File: config.mk
export PLATFORM = sky130hd
export DESIGN_NAME = tssc_timer_ctl
export DESIGN_NICKNAME = d
export VERILOG_FILES = /design/src/design/tssc_pkg.sv /design/src/design/tssc_timer_ctl.sv /design/src/design/tssc_runctl.sv
export SDC_FILE = /design/constraint.sdc
export NUM_CORES = 1
export LEC_CHECK = 0
export BUFFER_PORTS_ARGS = -buffer_cell sky130_fd_sc_hd__buf_2
export CELL_PAD_IN_SITES_DETAIL_PLACEMENT = 1
export CELL_PAD_IN_SITES_GLOBAL_PLACEMENT = 1
export CORE_UTILIZATION = 40
export DETAILED_ROUTE_END_ITERATION = 6
export PLACE_DENSITY_LB_ADDON = 0.3
export SYNTH_ARGS = -nofsm -noshare
export SYNTH_HDL_FRONTEND = slang
export SYNTH_SLANG_ARGS = --single-unit
File: constraint.sdc
create_clock -name clk_i -period 1.9 [get_ports clk_i]
set_input_delay 0.19 -clock clk_i [delete_from_list [all_inputs] [get_ports clk_i]]
set_output_delay 0.19 -clock clk_i [all_outputs]
set_load 0.02 [all_outputs]
File: src/design/tssc_pkg.sv
// Purpose: Constants for the timer start/stop control block.
// Assumes: Classic Wishbone slave, 32-bit data, one word per register.
// Notes:   Offsets are byte addresses; all registers sit in the low bits.
// Functional notes
// - Timers A and B stay stopped after reset until software starts them.
// - Prescaler and counter of timers A and B are separate byte registers.
// - In pulse period mode, edge and underflow flags clear on 0, keep on 1.
// - Timer A edge flag may set at first prescaler underflow after start.
// - Timer A run bit reads 0 until next source edge; counting starts at the source edge after that.
// - Timer A stop request halts at next source edge; run reads 1 until then.
// - Timer B start behaves as timer A start; software waits for readback.
// - Timer B stop halts at next source edge; run reads 1 until then.
// - In timer B one-shot modes, clearing run or trigger reloads and stops.
// - Timer C counter reads as one 16-bit unit from a single count value.
package tssc_pkg;
   localparam int          ADR_W          = 6;
   localparam int          DAT_W          = 32;
   localparam logic [5:0]  OFS_A_MODE     = 6'h00;
   localparam logic [5:0]  OFS_A_PRESC    = 6'h04;
   localparam logic [5:0]  OFS_A_COUNT    = 6'h08;
   localparam logic [5:0]  OFS_SRC_SEL    = 6'h0c;
   localparam logic [5:0]  OFS_B_MODE     = 6'h10;
   localparam logic [5:0]  OFS_B_PRESC    = 6'h14;
   localparam logic [5:0]  OFS_B_PRIMARY  = 6'h18;
   localparam logic [5:0]  OFS_B_COUNT    = 6'h1c;
   localparam logic [5:0]  OFS_C_COUNT    = 6'h20;
   localparam logic [5:0]  OFS_C_CAP0     = 6'h24;
   localparam logic [5:0]  OFS_C_CAP1     = 6'h28;
   localparam logic [5:0]  OFS_C_CTRL     = 6'h2c;
   localparam logic [5:0]  OFS_IRQ_STAT   = 6'h30;
   localparam logic [5:0]  OFS_IRQ_MASK   = 6'h34;
   localparam int          A_RUN_BIT      = 0;
   localparam int          A_MSEL_LSB     = 1;
   localparam int          A_EDGE_BIT     = 4;
   localparam int          A_UNDF_BIT     = 5;
   localparam int          B_RUN_BIT      = 0;
   localparam int          B_MSEL_LSB     = 1;
   localparam int          B_TRIG_BIT     = 3;
   localparam int          SRC_B_LSB      = 2;
   localparam int          C_EN_BIT       = 0;
   localparam logic [2:0]  A_MODE_PPM     = 3'h3;
   localparam int          B_MSEL_OS_BIT  = 1;
   localparam int          IRQ_A          = 0;
   localparam int          IRQ_B          = 1;
   localparam int          IRQ_C          = 2;
   localparam int          IRQ_W          = 3;
   localparam logic [7:0]  RST_BYTE       = 8'h00;
   localparam logic [15:0] RST_HALF       = 16'h0000;
   localparam logic [15:0] HALF_MAX       = 16'hffff;
endpackage : tssc_pkg

File: src/design/tssc_timer_ctl.sv
// Purpose: Timers A, B and C with start/stop control behind a Wishbone slave.
// Assumes: Single clock; measure and capture inputs are synchronous.
// Notes:   Count sources divide the clock by 1, 2, 4 or 8.
`timescale 1ns/1ps
module tssc_timer_ctl (
   input  wire logic                       clk_i,
   input  wire logic                       rst_n_i,
   input  wire logic                       wb_cyc_i,
   input  wire logic                       wb_stb_i,
   input  wire logic                       wb_we_i,
   input  wire logic [tssc_pkg::ADR_W-1:0] wb_adr_i,
   input  wire logic [3:0]                 wb_sel_i,
   input  wire logic [tssc_pkg::DAT_W-1:0] wb_dat_i,
   output logic      [tssc_pkg::DAT_W-1:0] wb_dat_o,
   output logic                            wb_ack_o,
   input  wire logic                       measure_i,
   input  wire logic [1:0]                 capture_i,
   output logic                            timer_b_out_o,
   output logic                            irq_o
);
   import tssc_pkg::*;

   logic [2:0]       free_ff, nxt_free;
   logic [3:0]       src_ff, nxt_src;
   logic             tick_a, tick_b;
   logic             ack_ff, nxt_ack;
   logic [DAT_W-1:0] dat_ff, nxt_dat;
   logic             a_req_ff, nxt_a_req;
   logic [2:0]       a_msel_ff, nxt_a_msel;
   logic             a_edge_ff, nxt_a_edge;
   logic             a_undf_ff, nxt_a_undf;
   logic [7:0]       a_pre_rl_ff, nxt_a_pre_rl, a_pre_ff, nxt_a_pre;
   logic [7:0]       a_cnt_rl_ff, nxt_a_cnt_rl, a_cnt_ff, nxt_a_cnt;
   logic             a_meas_ff, nxt_a_meas;
   logic             a_seen_ff, nxt_a_seen;
   logic             b_req_ff, nxt_b_req;
   logic [1:0]       b_msel_ff, nxt_b_msel;
   logic             b_trig_ff, nxt_b_trig;
   logic [7:0]       b_pre_rl_ff, nxt_b_pre_rl, b_pre_ff, nxt_b_pre;
   logic [7:0]       b_prim_ff, nxt_b_prim, b_cnt_ff, nxt_b_cnt;
   logic             b_out_ff, nxt_b_out;
   logic             c_en_ff, nxt_c_en;
   logic [15:0]      c_cnt_ff, nxt_c_cnt;
   logic [15:0]      c_cap0_ff, nxt_c_cap0, c_cap1_ff, nxt_c_cap1;
   logic [7:0]       c_hi_ff, nxt_c_hi;
   logic [1:0]       cap_ff, nxt_cap;
   logic [IRQ_W-1:0] stat_ff, nxt_stat, mask_ff, nxt_mask;
   logic             irq_ff, nxt_irq;
   logic             a_run, a_go, b_run, b_cnt_en;

   logic             req, wr, rd;
   logic [ADR_W-1:0] adr;
   logic [7:0]       wd0;
   logic             a_ppm, a_pre_unf, a_cnt_unf, a_rise;
   logic             b_os, b_go, b_pre_unf, b_cnt_unf, b_stop_os;
   logic             c_ovf;
   logic [1:0]       cap_rise;
   logic [IRQ_W-1:0] ev;
   logic [DAT_W-1:0] rdata;

   function automatic logic src_tick(input logic [1:0] sel, input logic [2:0] cnt);
      logic [2:0] msk;
      msk = 3'(({1'b0, 3'h1} << sel) - 4'h1);
      return (cnt & msk) == 3'h0;
   endfunction

   tssc_runctl u_run_a (
      .clk_i   (clk_i),
      .rst_n_i (rst_n_i),
      .req_i   (a_req_ff),
      .tick_i  (tick_a),
      .run_o   (a_run),
      .count_o (a_go)
   );

   tssc_runctl u_run_b (
      .clk_i   (clk_i),
      .rst_n_i (rst_n_i),
      .req_i   (b_req_ff),
      .tick_i  (tick_b),
      .run_o   (b_run),
      .count_o (b_cnt_en)
   );

   always_comb begin
      req       = wb_cyc_i & wb_stb_i & ~ack_ff;
      wr        = req & wb_we_i & wb_sel_i[0];
      rd        = req & ~wb_we_i;
      adr       = {wb_adr_i[ADR_W-1:2], 2'b00};
      wd0       = wb_dat_i[7:0];
      tick_a    = src_tick(src_ff[1:0], free_ff);
      tick_b    = src_tick(src_ff[SRC_B_LSB+1:SRC_B_LSB], free_ff);
      nxt_free  = free_ff + 3'h1;
      nxt_ack   = req;
      nxt_src   = src_ff;
      nxt_mask  = mask_ff;
      nxt_c_en  = c_en_ff;
      nxt_c_hi  = c_hi_ff;

      // Timer A: prescaler feeds counter, both reload at zero.
      a_ppm        = a_msel_ff == A_MODE_PPM;
      a_pre_unf    = a_go & (a_pre_ff == RST_BYTE);
      a_cnt_unf    = a_pre_unf & (a_cnt_ff == RST_BYTE);
      a_rise       = measure_i & ~a_meas_ff;
      nxt_a_meas   = measure_i;
      nxt_a_req    = a_req_ff;
      nxt_a_msel   = a_msel_ff;
      nxt_a_pre_rl = a_pre_rl_ff;
      nxt_a_cnt_rl = a_cnt_rl_ff;
      nxt_a_pre    = a_go ? (a_pre_unf ? a_pre_rl_ff : a_pre_ff - 8'h01) : a_pre_ff;
      nxt_a_cnt    = a_pre_unf ? (a_cnt_unf ? a_cnt_rl_ff : a_cnt_ff - 8'h01) : a_cnt_ff;
      // An edge is only reported at a prescaler underflow, so one seen just
      // before the start shows up at the first underflow after it.
      nxt_a_seen   = a_pre_unf ? a_rise : (a_seen_ff | a_rise);
      nxt_a_edge   = a_edge_ff;
      nxt_a_undf   = a_undf_ff;
      if (wr && adr == OFS_A_MODE) begin
         nxt_a_req  = wd0[A_RUN_BIT];
         nxt_a_msel = wd0[A_MSEL_LSB+2:A_MSEL_LSB];
         if (a_ppm) begin
            nxt_a_edge = a_edge_ff & wd0[A_EDGE_BIT];
            nxt_a_undf = a_undf_ff & wd0[A_UNDF_BIT];
         end else begin
            nxt_a_edge = wd0[A_EDGE_BIT];
            nxt_a_undf = wd0[A_UNDF_BIT];
         end
      end
      // Hardware setting beats a clear written in the same cycle.
      if (a_ppm && a_pre_unf && a_seen_ff) begin
         nxt_a_edge = 1'b1;
      end
      if (a_ppm && a_cnt_unf) begin
         nxt_a_undf = 1'b1;
      end
      if (wr && adr == OFS_A_PRESC) begin
         nxt_a_pre_rl = wd0;
         nxt_a_pre    = wd0;
      end
      if (wr && adr == OFS_A_COUNT) begin
         nxt_a_cnt_rl = wd0;
         nxt_a_cnt    = wd0;
      end

      // Timer B: one-shot modes count only while the trigger is set.
      b_os         = b_msel_ff[B_MSEL_OS_BIT];
      b_go         = b_cnt_en & (~b_os | b_trig_ff);
      b_pre_unf    = b_go & (b_pre_ff == RST_BYTE);
      b_cnt_unf    = b_pre_unf & (b_cnt_ff == RST_BYTE);
      nxt_b_req    = b_req_ff;
      nxt_b_msel   = b_msel_ff;
      nxt_b_trig   = b_trig_ff & ~(b_os & b_cnt_unf);
      nxt_b_pre_rl = b_pre_rl_ff;
      nxt_b_prim   = b_prim_ff;
      nxt_b_pre    = b_go ? (b_pre_unf ? b_pre_rl_ff : b_pre_ff - 8'h01) : b_pre_ff;
      nxt_b_cnt    = b_pre_unf ? (b_cnt_unf ? b_prim_ff : b_cnt_ff - 8'h01) : b_cnt_ff;
      b_stop_os    = 1'b0;
      if (wr && adr == OFS_B_MODE) begin
         nxt_b_req  = wd0[B_RUN_BIT];
         nxt_b_msel = wd0[B_MSEL_LSB+1:B_MSEL_LSB];
         nxt_b_trig = b_os & wd0[B_TRIG_BIT];
         b_stop_os  = b_os & (~wd0[B_RUN_BIT] | ~wd0[B_TRIG_BIT]);
      end
      if (wr && adr == OFS_B_PRESC) begin
         nxt_b_pre_rl = wd0;
         nxt_b_pre    = wd0;
      end
      if (wr && adr == OFS_B_PRIMARY) begin
         nxt_b_prim = wd0;
      end
      // The count value is lost here; software must read it before stopping.
      if (b_stop_os) begin
         nxt_b_cnt = b_prim_ff;
         nxt_b_pre = b_pre_rl_ff;
      end
      if (b_os) begin
         nxt_b_out = nxt_b_trig & b_run;
      end else begin
         nxt_b_out = b_out_ff ^ b_cnt_unf;
      end

      // Timer C: free-running 16-bit counter with two capture inputs.
      c_ovf      = c_en_ff & (c_cnt_ff == HALF_MAX);
      nxt_c_cnt  = c_en_ff ? c_cnt_ff + 16'h0001 : c_cnt_ff;
      cap_rise   = capture_i & ~cap_ff;
      nxt_cap    = capture_i;
      nxt_c_cap0 = cap_rise[0] ? c_cnt_ff : c_cap0_ff;
      nxt_c_cap1 = cap_rise[1] ? c_cnt_ff : c_cap1_ff;
      if (wr && adr == OFS_C_CTRL) begin
         nxt_c_en = wd0[C_EN_BIT];
      end
      if (wr && adr == OFS_SRC_SEL) begin
         nxt_src = wd0[3:0];
      end

      // Interrupt status: sticky, write one to clear, new events win.
      ev        = '0;
      ev[IRQ_A] = a_cnt_unf;
      ev[IRQ_B] = b_cnt_unf;
      ev[IRQ_C] = c_ovf;
      nxt_stat  = stat_ff;
      if (wr && adr == OFS_IRQ_STAT) begin
         nxt_stat = stat_ff & ~wd0[IRQ_W-1:0];
      end
      nxt_stat = nxt_stat | ev;
      if (wr && adr == OFS_IRQ_MASK) begin
         nxt_mask = wd0[IRQ_W-1:0];
      end
      nxt_irq = |(nxt_stat & nxt_mask);

      // Read mux; unmapped offsets answer with zero.
      rdata = '0;
      case (adr)
         OFS_A_MODE: begin
            rdata[A_RUN_BIT]                   = a_run;
            rdata[A_MSEL_LSB+2:A_MSEL_LSB]     = a_msel_ff;
            rdata[A_EDGE_BIT]                  = a_edge_ff;
            rdata[A_UNDF_BIT]                  = a_undf_ff;
         end
         OFS_A_PRESC:   rdata[7:0] = a_pre_ff;
         OFS_A_COUNT:   rdata[7:0] = a_cnt_ff;
         OFS_SRC_SEL:   rdata[3:0] = src_ff;
         OFS_B_MODE: begin
            rdata[B_RUN_BIT]                   = b_run;
            rdata[B_MSEL_LSB+1:B_MSEL_LSB]     = b_msel_ff;
            rdata[B_TRIG_BIT]                  = b_trig_ff;
         end
         OFS_B_PRESC:   rdata[7:0] = b_pre_ff;
         OFS_B_PRIMARY: rdata[7:0] = b_prim_ff;
         OFS_B_COUNT:   rdata[7:0] = b_cnt_ff;
         OFS_C_COUNT: begin
            // A low-byte read latches the high byte, so a split read still
            // returns one count value.
            if (wb_sel_i[0]) begin
               rdata[15:0] = c_cnt_ff;
            end else begin
               rdata[15:0] = {c_hi_ff, RST_BYTE};
            end
         end
         OFS_C_CAP0:    rdata[15:0] = c_cap0_ff;
         OFS_C_CAP1:    rdata[15:0] = c_cap1_ff;
         OFS_C_CTRL:    rdata[C_EN_BIT] = c_en_ff;
         OFS_IRQ_STAT:  rdata[IRQ_W-1:0] = stat_ff;
         OFS_IRQ_MASK:  rdata[IRQ_W-1:0] = mask_ff;
         default:       rdata = '0;
      endcase
      if (rd && adr == OFS_C_COUNT && wb_sel_i[0]) begin
         nxt_c_hi = c_cnt_ff[15:8];
      end
      nxt_dat = rd ? rdata : dat_ff;
   end

   always_ff @(posedge clk_i) begin
      if (!rst_n_i) begin
         free_ff     <= 3'h0;
         src_ff      <= 4'h0;
         ack_ff      <= 1'b0;
         dat_ff      <= '0;
         a_req_ff    <= 1'b0;
         a_msel_ff   <= 3'h0;
         a_edge_ff   <= 1'b0;
         a_undf_ff   <= 1'b0;
         a_pre_rl_ff <= RST_BYTE;
         a_pre_ff    <= RST_BYTE;
         a_cnt_rl_ff <= RST_BYTE;
         a_cnt_ff    <= RST_BYTE;
         a_meas_ff   <= 1'b0;
         a_seen_ff   <= 1'b0;
         b_req_ff    <= 1'b0;
         b_msel_ff   <= 2'h0;
         b_trig_ff   <= 1'b0;
         b_pre_rl_ff <= RST_BYTE;
         b_pre_ff    <= RST_BYTE;
         b_prim_ff   <= RST_BYTE;
         b_cnt_ff    <= RST_BYTE;
         b_out_ff    <= 1'b0;
         c_en_ff     <= 1'b0;
         c_cnt_ff    <= RST_HALF;
         c_cap0_ff   <= RST_HALF;
         c_cap1_ff   <= RST_HALF;
         c_hi_ff     <= RST_BYTE;
         cap_ff      <= 2'h0;
         stat_ff     <= '0;
         mask_ff     <= '0;
         irq_ff      <= 1'b0;
      end else begin
         free_ff     <= nxt_free;
         src_ff      <= nxt_src;
         ack_ff      <= nxt_ack;
         dat_ff      <= nxt_dat;
         a_req_ff    <= nxt_a_req;
         a_msel_ff   <= nxt_a_msel;
         a_edge_ff   <= nxt_a_edge;
         a_undf_ff   <= nxt_a_undf;
         a_pre_rl_ff <= nxt_a_pre_rl;
         a_pre_ff    <= nxt_a_pre;
         a_cnt_rl_ff <= nxt_a_cnt_rl;
         a_cnt_ff    <= nxt_a_cnt;
         a_meas_ff   <= nxt_a_meas;
         a_seen_ff   <= nxt_a_seen;
         b_req_ff    <= nxt_b_req;
         b_msel_ff   <= nxt_b_msel;
         b_trig_ff   <= nxt_b_trig;
         b_pre_rl_ff <= nxt_b_pre_rl;
         b_pre_ff    <= nxt_b_pre;
         b_prim_ff   <= nxt_b_prim;
         b_cnt_ff    <= nxt_b_cnt;
         b_out_ff    <= nxt_b_out;
         c_en_ff     <= nxt_c_en;
         c_cnt_ff    <= nxt_c_cnt;
         c_cap0_ff   <= nxt_c_cap0;
         c_cap1_ff   <= nxt_c_cap1;
         c_hi_ff     <= nxt_c_hi;
         cap_ff      <= nxt_cap;
         stat_ff     <= nxt_stat;
         mask_ff     <= nxt_mask;
         irq_ff      <= nxt_irq;
      end
   end

   assign wb_dat_o      = dat_ff;
   assign wb_ack_o      = ack_ff;
   assign timer_b_out_o = b_out_ff;
   assign irq_o         = irq_ff;
endmodule : tssc_timer_ctl

File: src/design/tssc_runctl.sv
// Purpose: Run request to running flag, applied on count-source edges.
// Assumes: tick_i is a one-cycle pulse marking a count-source edge.
// Notes:   The running flag is what software reads back as the run bit.
`timescale 1ns/1ps
module tssc_runctl (
   input  wire logic clk_i,
   input  wire logic rst_n_i,
   input  wire logic req_i,
   input  wire logic tick_i,
   output logic      run_o,
   output logic      count_o
);
   logic run_ff;
   logic nxt_run;

   // The flag only follows the request at a source edge, so a start reads
   // 0 and a stop reads 1 until that edge arrives.
   always_comb begin
      nxt_run = tick_i ? req_i : run_ff;
   end

   always_ff @(posedge clk_i) begin
      if (!rst_n_i) begin
         run_ff <= 1'b0;
      end else begin
         run_ff <= nxt_run;
      end
   end

   assign run_o   = run_ff;
   // Counting needs the flag already set and the request still held, so it
   // starts at the edge after the start and no count happens at the halt.
   assign count_o = tick_i & run_ff & req_i;
endmodule : tssc_runctl

==> reports/qor.yml <==
die:
  ioPinCount: 85
  die_width_um: 149
  coreArea_um2: 21100
  num_rows: 53
  initial_core_util: 0.409
  die-area_um2: 22100
  fp.dieH_um: 149
critical_path:
  crit_fanout: 4
  start_kind: "flop"
  critPathCaptureType: "flop"
  worst_ep_required_time_ns: 2.28
  crit_arrival_ns: 2.41
  worstSetupPathType: "reg2reg"
pwr:
  p_seq_frac: 0.455
  p_clk_frac: 0.466
  p_switching_uw: 2280
  p_sw_frac: 0.291
  p_per_area_nw_per_um2: 720
  p_int_uw: 5560
  comb_power_share: 0.078
  leakage_uw: 0.00418
  vdd.ir_drop.worst_uv: 526
grt:
  grt_pass1_wl_um: 50100
  antenna_found_initial: 0
  busiest_layer: "met2"
  use_met1: 0.371
  grt_max_degree: 81
  grt_usage: 0.297
  gr-total-overflow: 0
  grt_pass1_vias: 8963
  use_met2: 0.504
  met3_usage: 0.0498
synthesis:
  synthArstFlopShare: 0
  synth_cell_type_count: 81
  synthFlopType: "dfxtp_1"
  ys_seq_elements: 169
  ys_warn_count: 0
  synth_seq_area_share: 0.393
  syn-cell-area_um2: 8620
  synth_top_area_share: 0.393
  synth-edff-count: 0
  syn_inst: 1068
  synthTopCellsByArea: "dfxtp_1, nand2_1, mux2i_1, a21oi_1, nor2_1"
  syn_area_per_cell_um2: 8.07
  yosys.area.top_type: "dfxtp_1"
timing:
  setup_viol: 14
  hold_viol_final: 0
  fmax_mhz: 491
  maxSlewViolCount: 0
  finalCritPeriodShare: 1.07
  min_period_ns: 2.04
  hold_slack_ns: 0.108
  setup_tns_ns: -1.07
  rsz0062_at_grt: "yes"
  fin_worst_skew_ns: 0.0164
  worst_slack_ns: -0.137
run_status:
  status: "finished, violations left"
  violations: "negative setup slack"
detailed_routing:
  wire_per_inst_um: 21.9
  antenna_left: 0
  dr.pass1.iters: 5
  vias: 8919
  viasPerCell: 5.98
  initialDrtViolationCount: 608
  finalWirelength_um: 32700
  drc_errors: 0
place:
  place_congestion: 0.890
  post-dp-hpwl_um: 22200
  place_ws_ns: -0.205
  io_buffers: 39
clocking:
  numCtsBuffers: 17
  clock-root-buffer: "clkbuf_16"
  clk_latency_ns: 0.45
  htreeDepth: 4
  cts_tree: "built"
  clkTransAtPathRegs_ns: 0.08
  cts_buffer_depth: 2
  cts_sinks: 169
layout:
  finalNetCount: 1259
  num-fill-cells: 2539
  drive_gt1_frac: 0.238
  antenna_cells: 0
  area_growth_pct: 26.5
worst_hold_path:
  hold_class: "in2reg"
flow_run:
  maxCapViolCount: 0
## timing repair
item | in CTS | in global routing
resized for setup | 15 | 37
buffers inserted | 2 | 7
hold buffers | 3 | 0
hold endpoints to repair | 3 | 0
pin swaps | 7 | 14
cloned | 0 | 0
setup endpoints to repair | 21 | 41
## stage by stage
stage / power, µW / util / std cells / cell area [µm²]
after detailed placement: 4220 / 0.472 / 1447 / 9960
after floorplan: 3970 / - / 1083 / 8690
after CTS: 7840 / 0.507 / 1484 / 10700
after global placement: 4210 / 0.472 / 1447 / 9960
after global routing: 8050 / 0.517 / 1491 / 10900
final: 7840 / 0.517 / 1491 / 10900
## final timing paths
check	slack [ns]	depth (start not counted)	endpoint	start
min reg2reg	0.46	2	c_cap0_ff[3]$_SDFFE_PN0P_	c_cap0_ff[3]$_SDFFE_PN0P_
max reg2reg	-0.14	8	irq_o$_SDFF_PN0_	b_pre_ff[0]$_SDFFE_PN0P_
max	-0.14	8	irq_o$_SDFF_PN0_	b_pre_ff[0]$_SDFFE_PN0P_
min	0.11	3	a_pre_rl_ff[6]$_SDFFE_PN0P_	wb_dat_i[6]
## layer usage
layer  share of wire  wire length, µm
met4           0.036             1190
met5               0                0
met1            0.43            14000
met3           0.053             1730
met2            0.48            15800
## critical path: stages (launching register included)
cell	delay, ns
dfxtp_2	0.33
inv_2	0.07
ha_4	0.13
or3b_4	0.40
or3_4	0.39
nor3_4	0.25
buf_6	0.16
o21ai_4	0.06
o221ai_2	0.17
## layout by cell type (no fill, tap or decap), drive strengths merged, types with 17 or more instances in the layout
cell / count
buf: 192
nand2: 180
dfxtp: 169
nor2: 99
a21oi: 87
mux2i: 50
o21ai: 49
inv: 27
nand3: 21
nor3: 21
a22oi: 19
clkbuf: 17
## area by class of cell
class | count | area (µm²) | area share
flip-flops and latches | 169 | 3390 | 0.311
clock buffers | 17 | 425 | 0.0390
clock inverters | 15 | 193 | 0.0177
well taps | 275 | 344 | 0.0316
inverters | 20 | 77.6 | 0.00712
repair buffers | 195 | 1490 | 0.136
multi-input cells | 800 | 4980 | 0.457
## logic make-up (layout without fill, tap and decap cells)
logic type,count (synthesis),count (layout),synth area share
other,1,16,0.000435
and+or+nand+nor,412,412,0.224
AOI/OAI and AO/OA,286,286,0.224
adders and majority gates,6,6,0.00871
buffers and inverters,114,247,0.0600
muxes,57,57,0.0672
DFF,169,169,0.393
xor gates and xnor gates,23,23,0.0234
## flip-flops by register name, indices dropped and copies added (netlist names), 16 cells and up
name / count
c_cap1_ff: 16
c_cnt_ff: 16
wb_dat_o: 16
c_cap0_ff: 16
## Yosys cell counts, types with 17 or more instances
library cell	number
a21oi_1	87
a22oi_1	18
buf_2	17
clkbuf_1	53
dfxtp_1	169
inv_1	19
mux2i_1	50
nand2_1	179
nand3_1	21
nor2_1	99
o21ai_0	42
## power groups by stage
stage	sequential (µW)	combinational (µW)	clock [µW]
2_1_floorplan	3660	317	0
3_3_place_gp	3650	555	0
3_5_place_dp	3650	565	0
4_1_cts	3570	577	3690
5_1_grt	3570	643	3840
6_report	3570	614	3660
No activity file was read; power rests on OpenSTA's default activity.
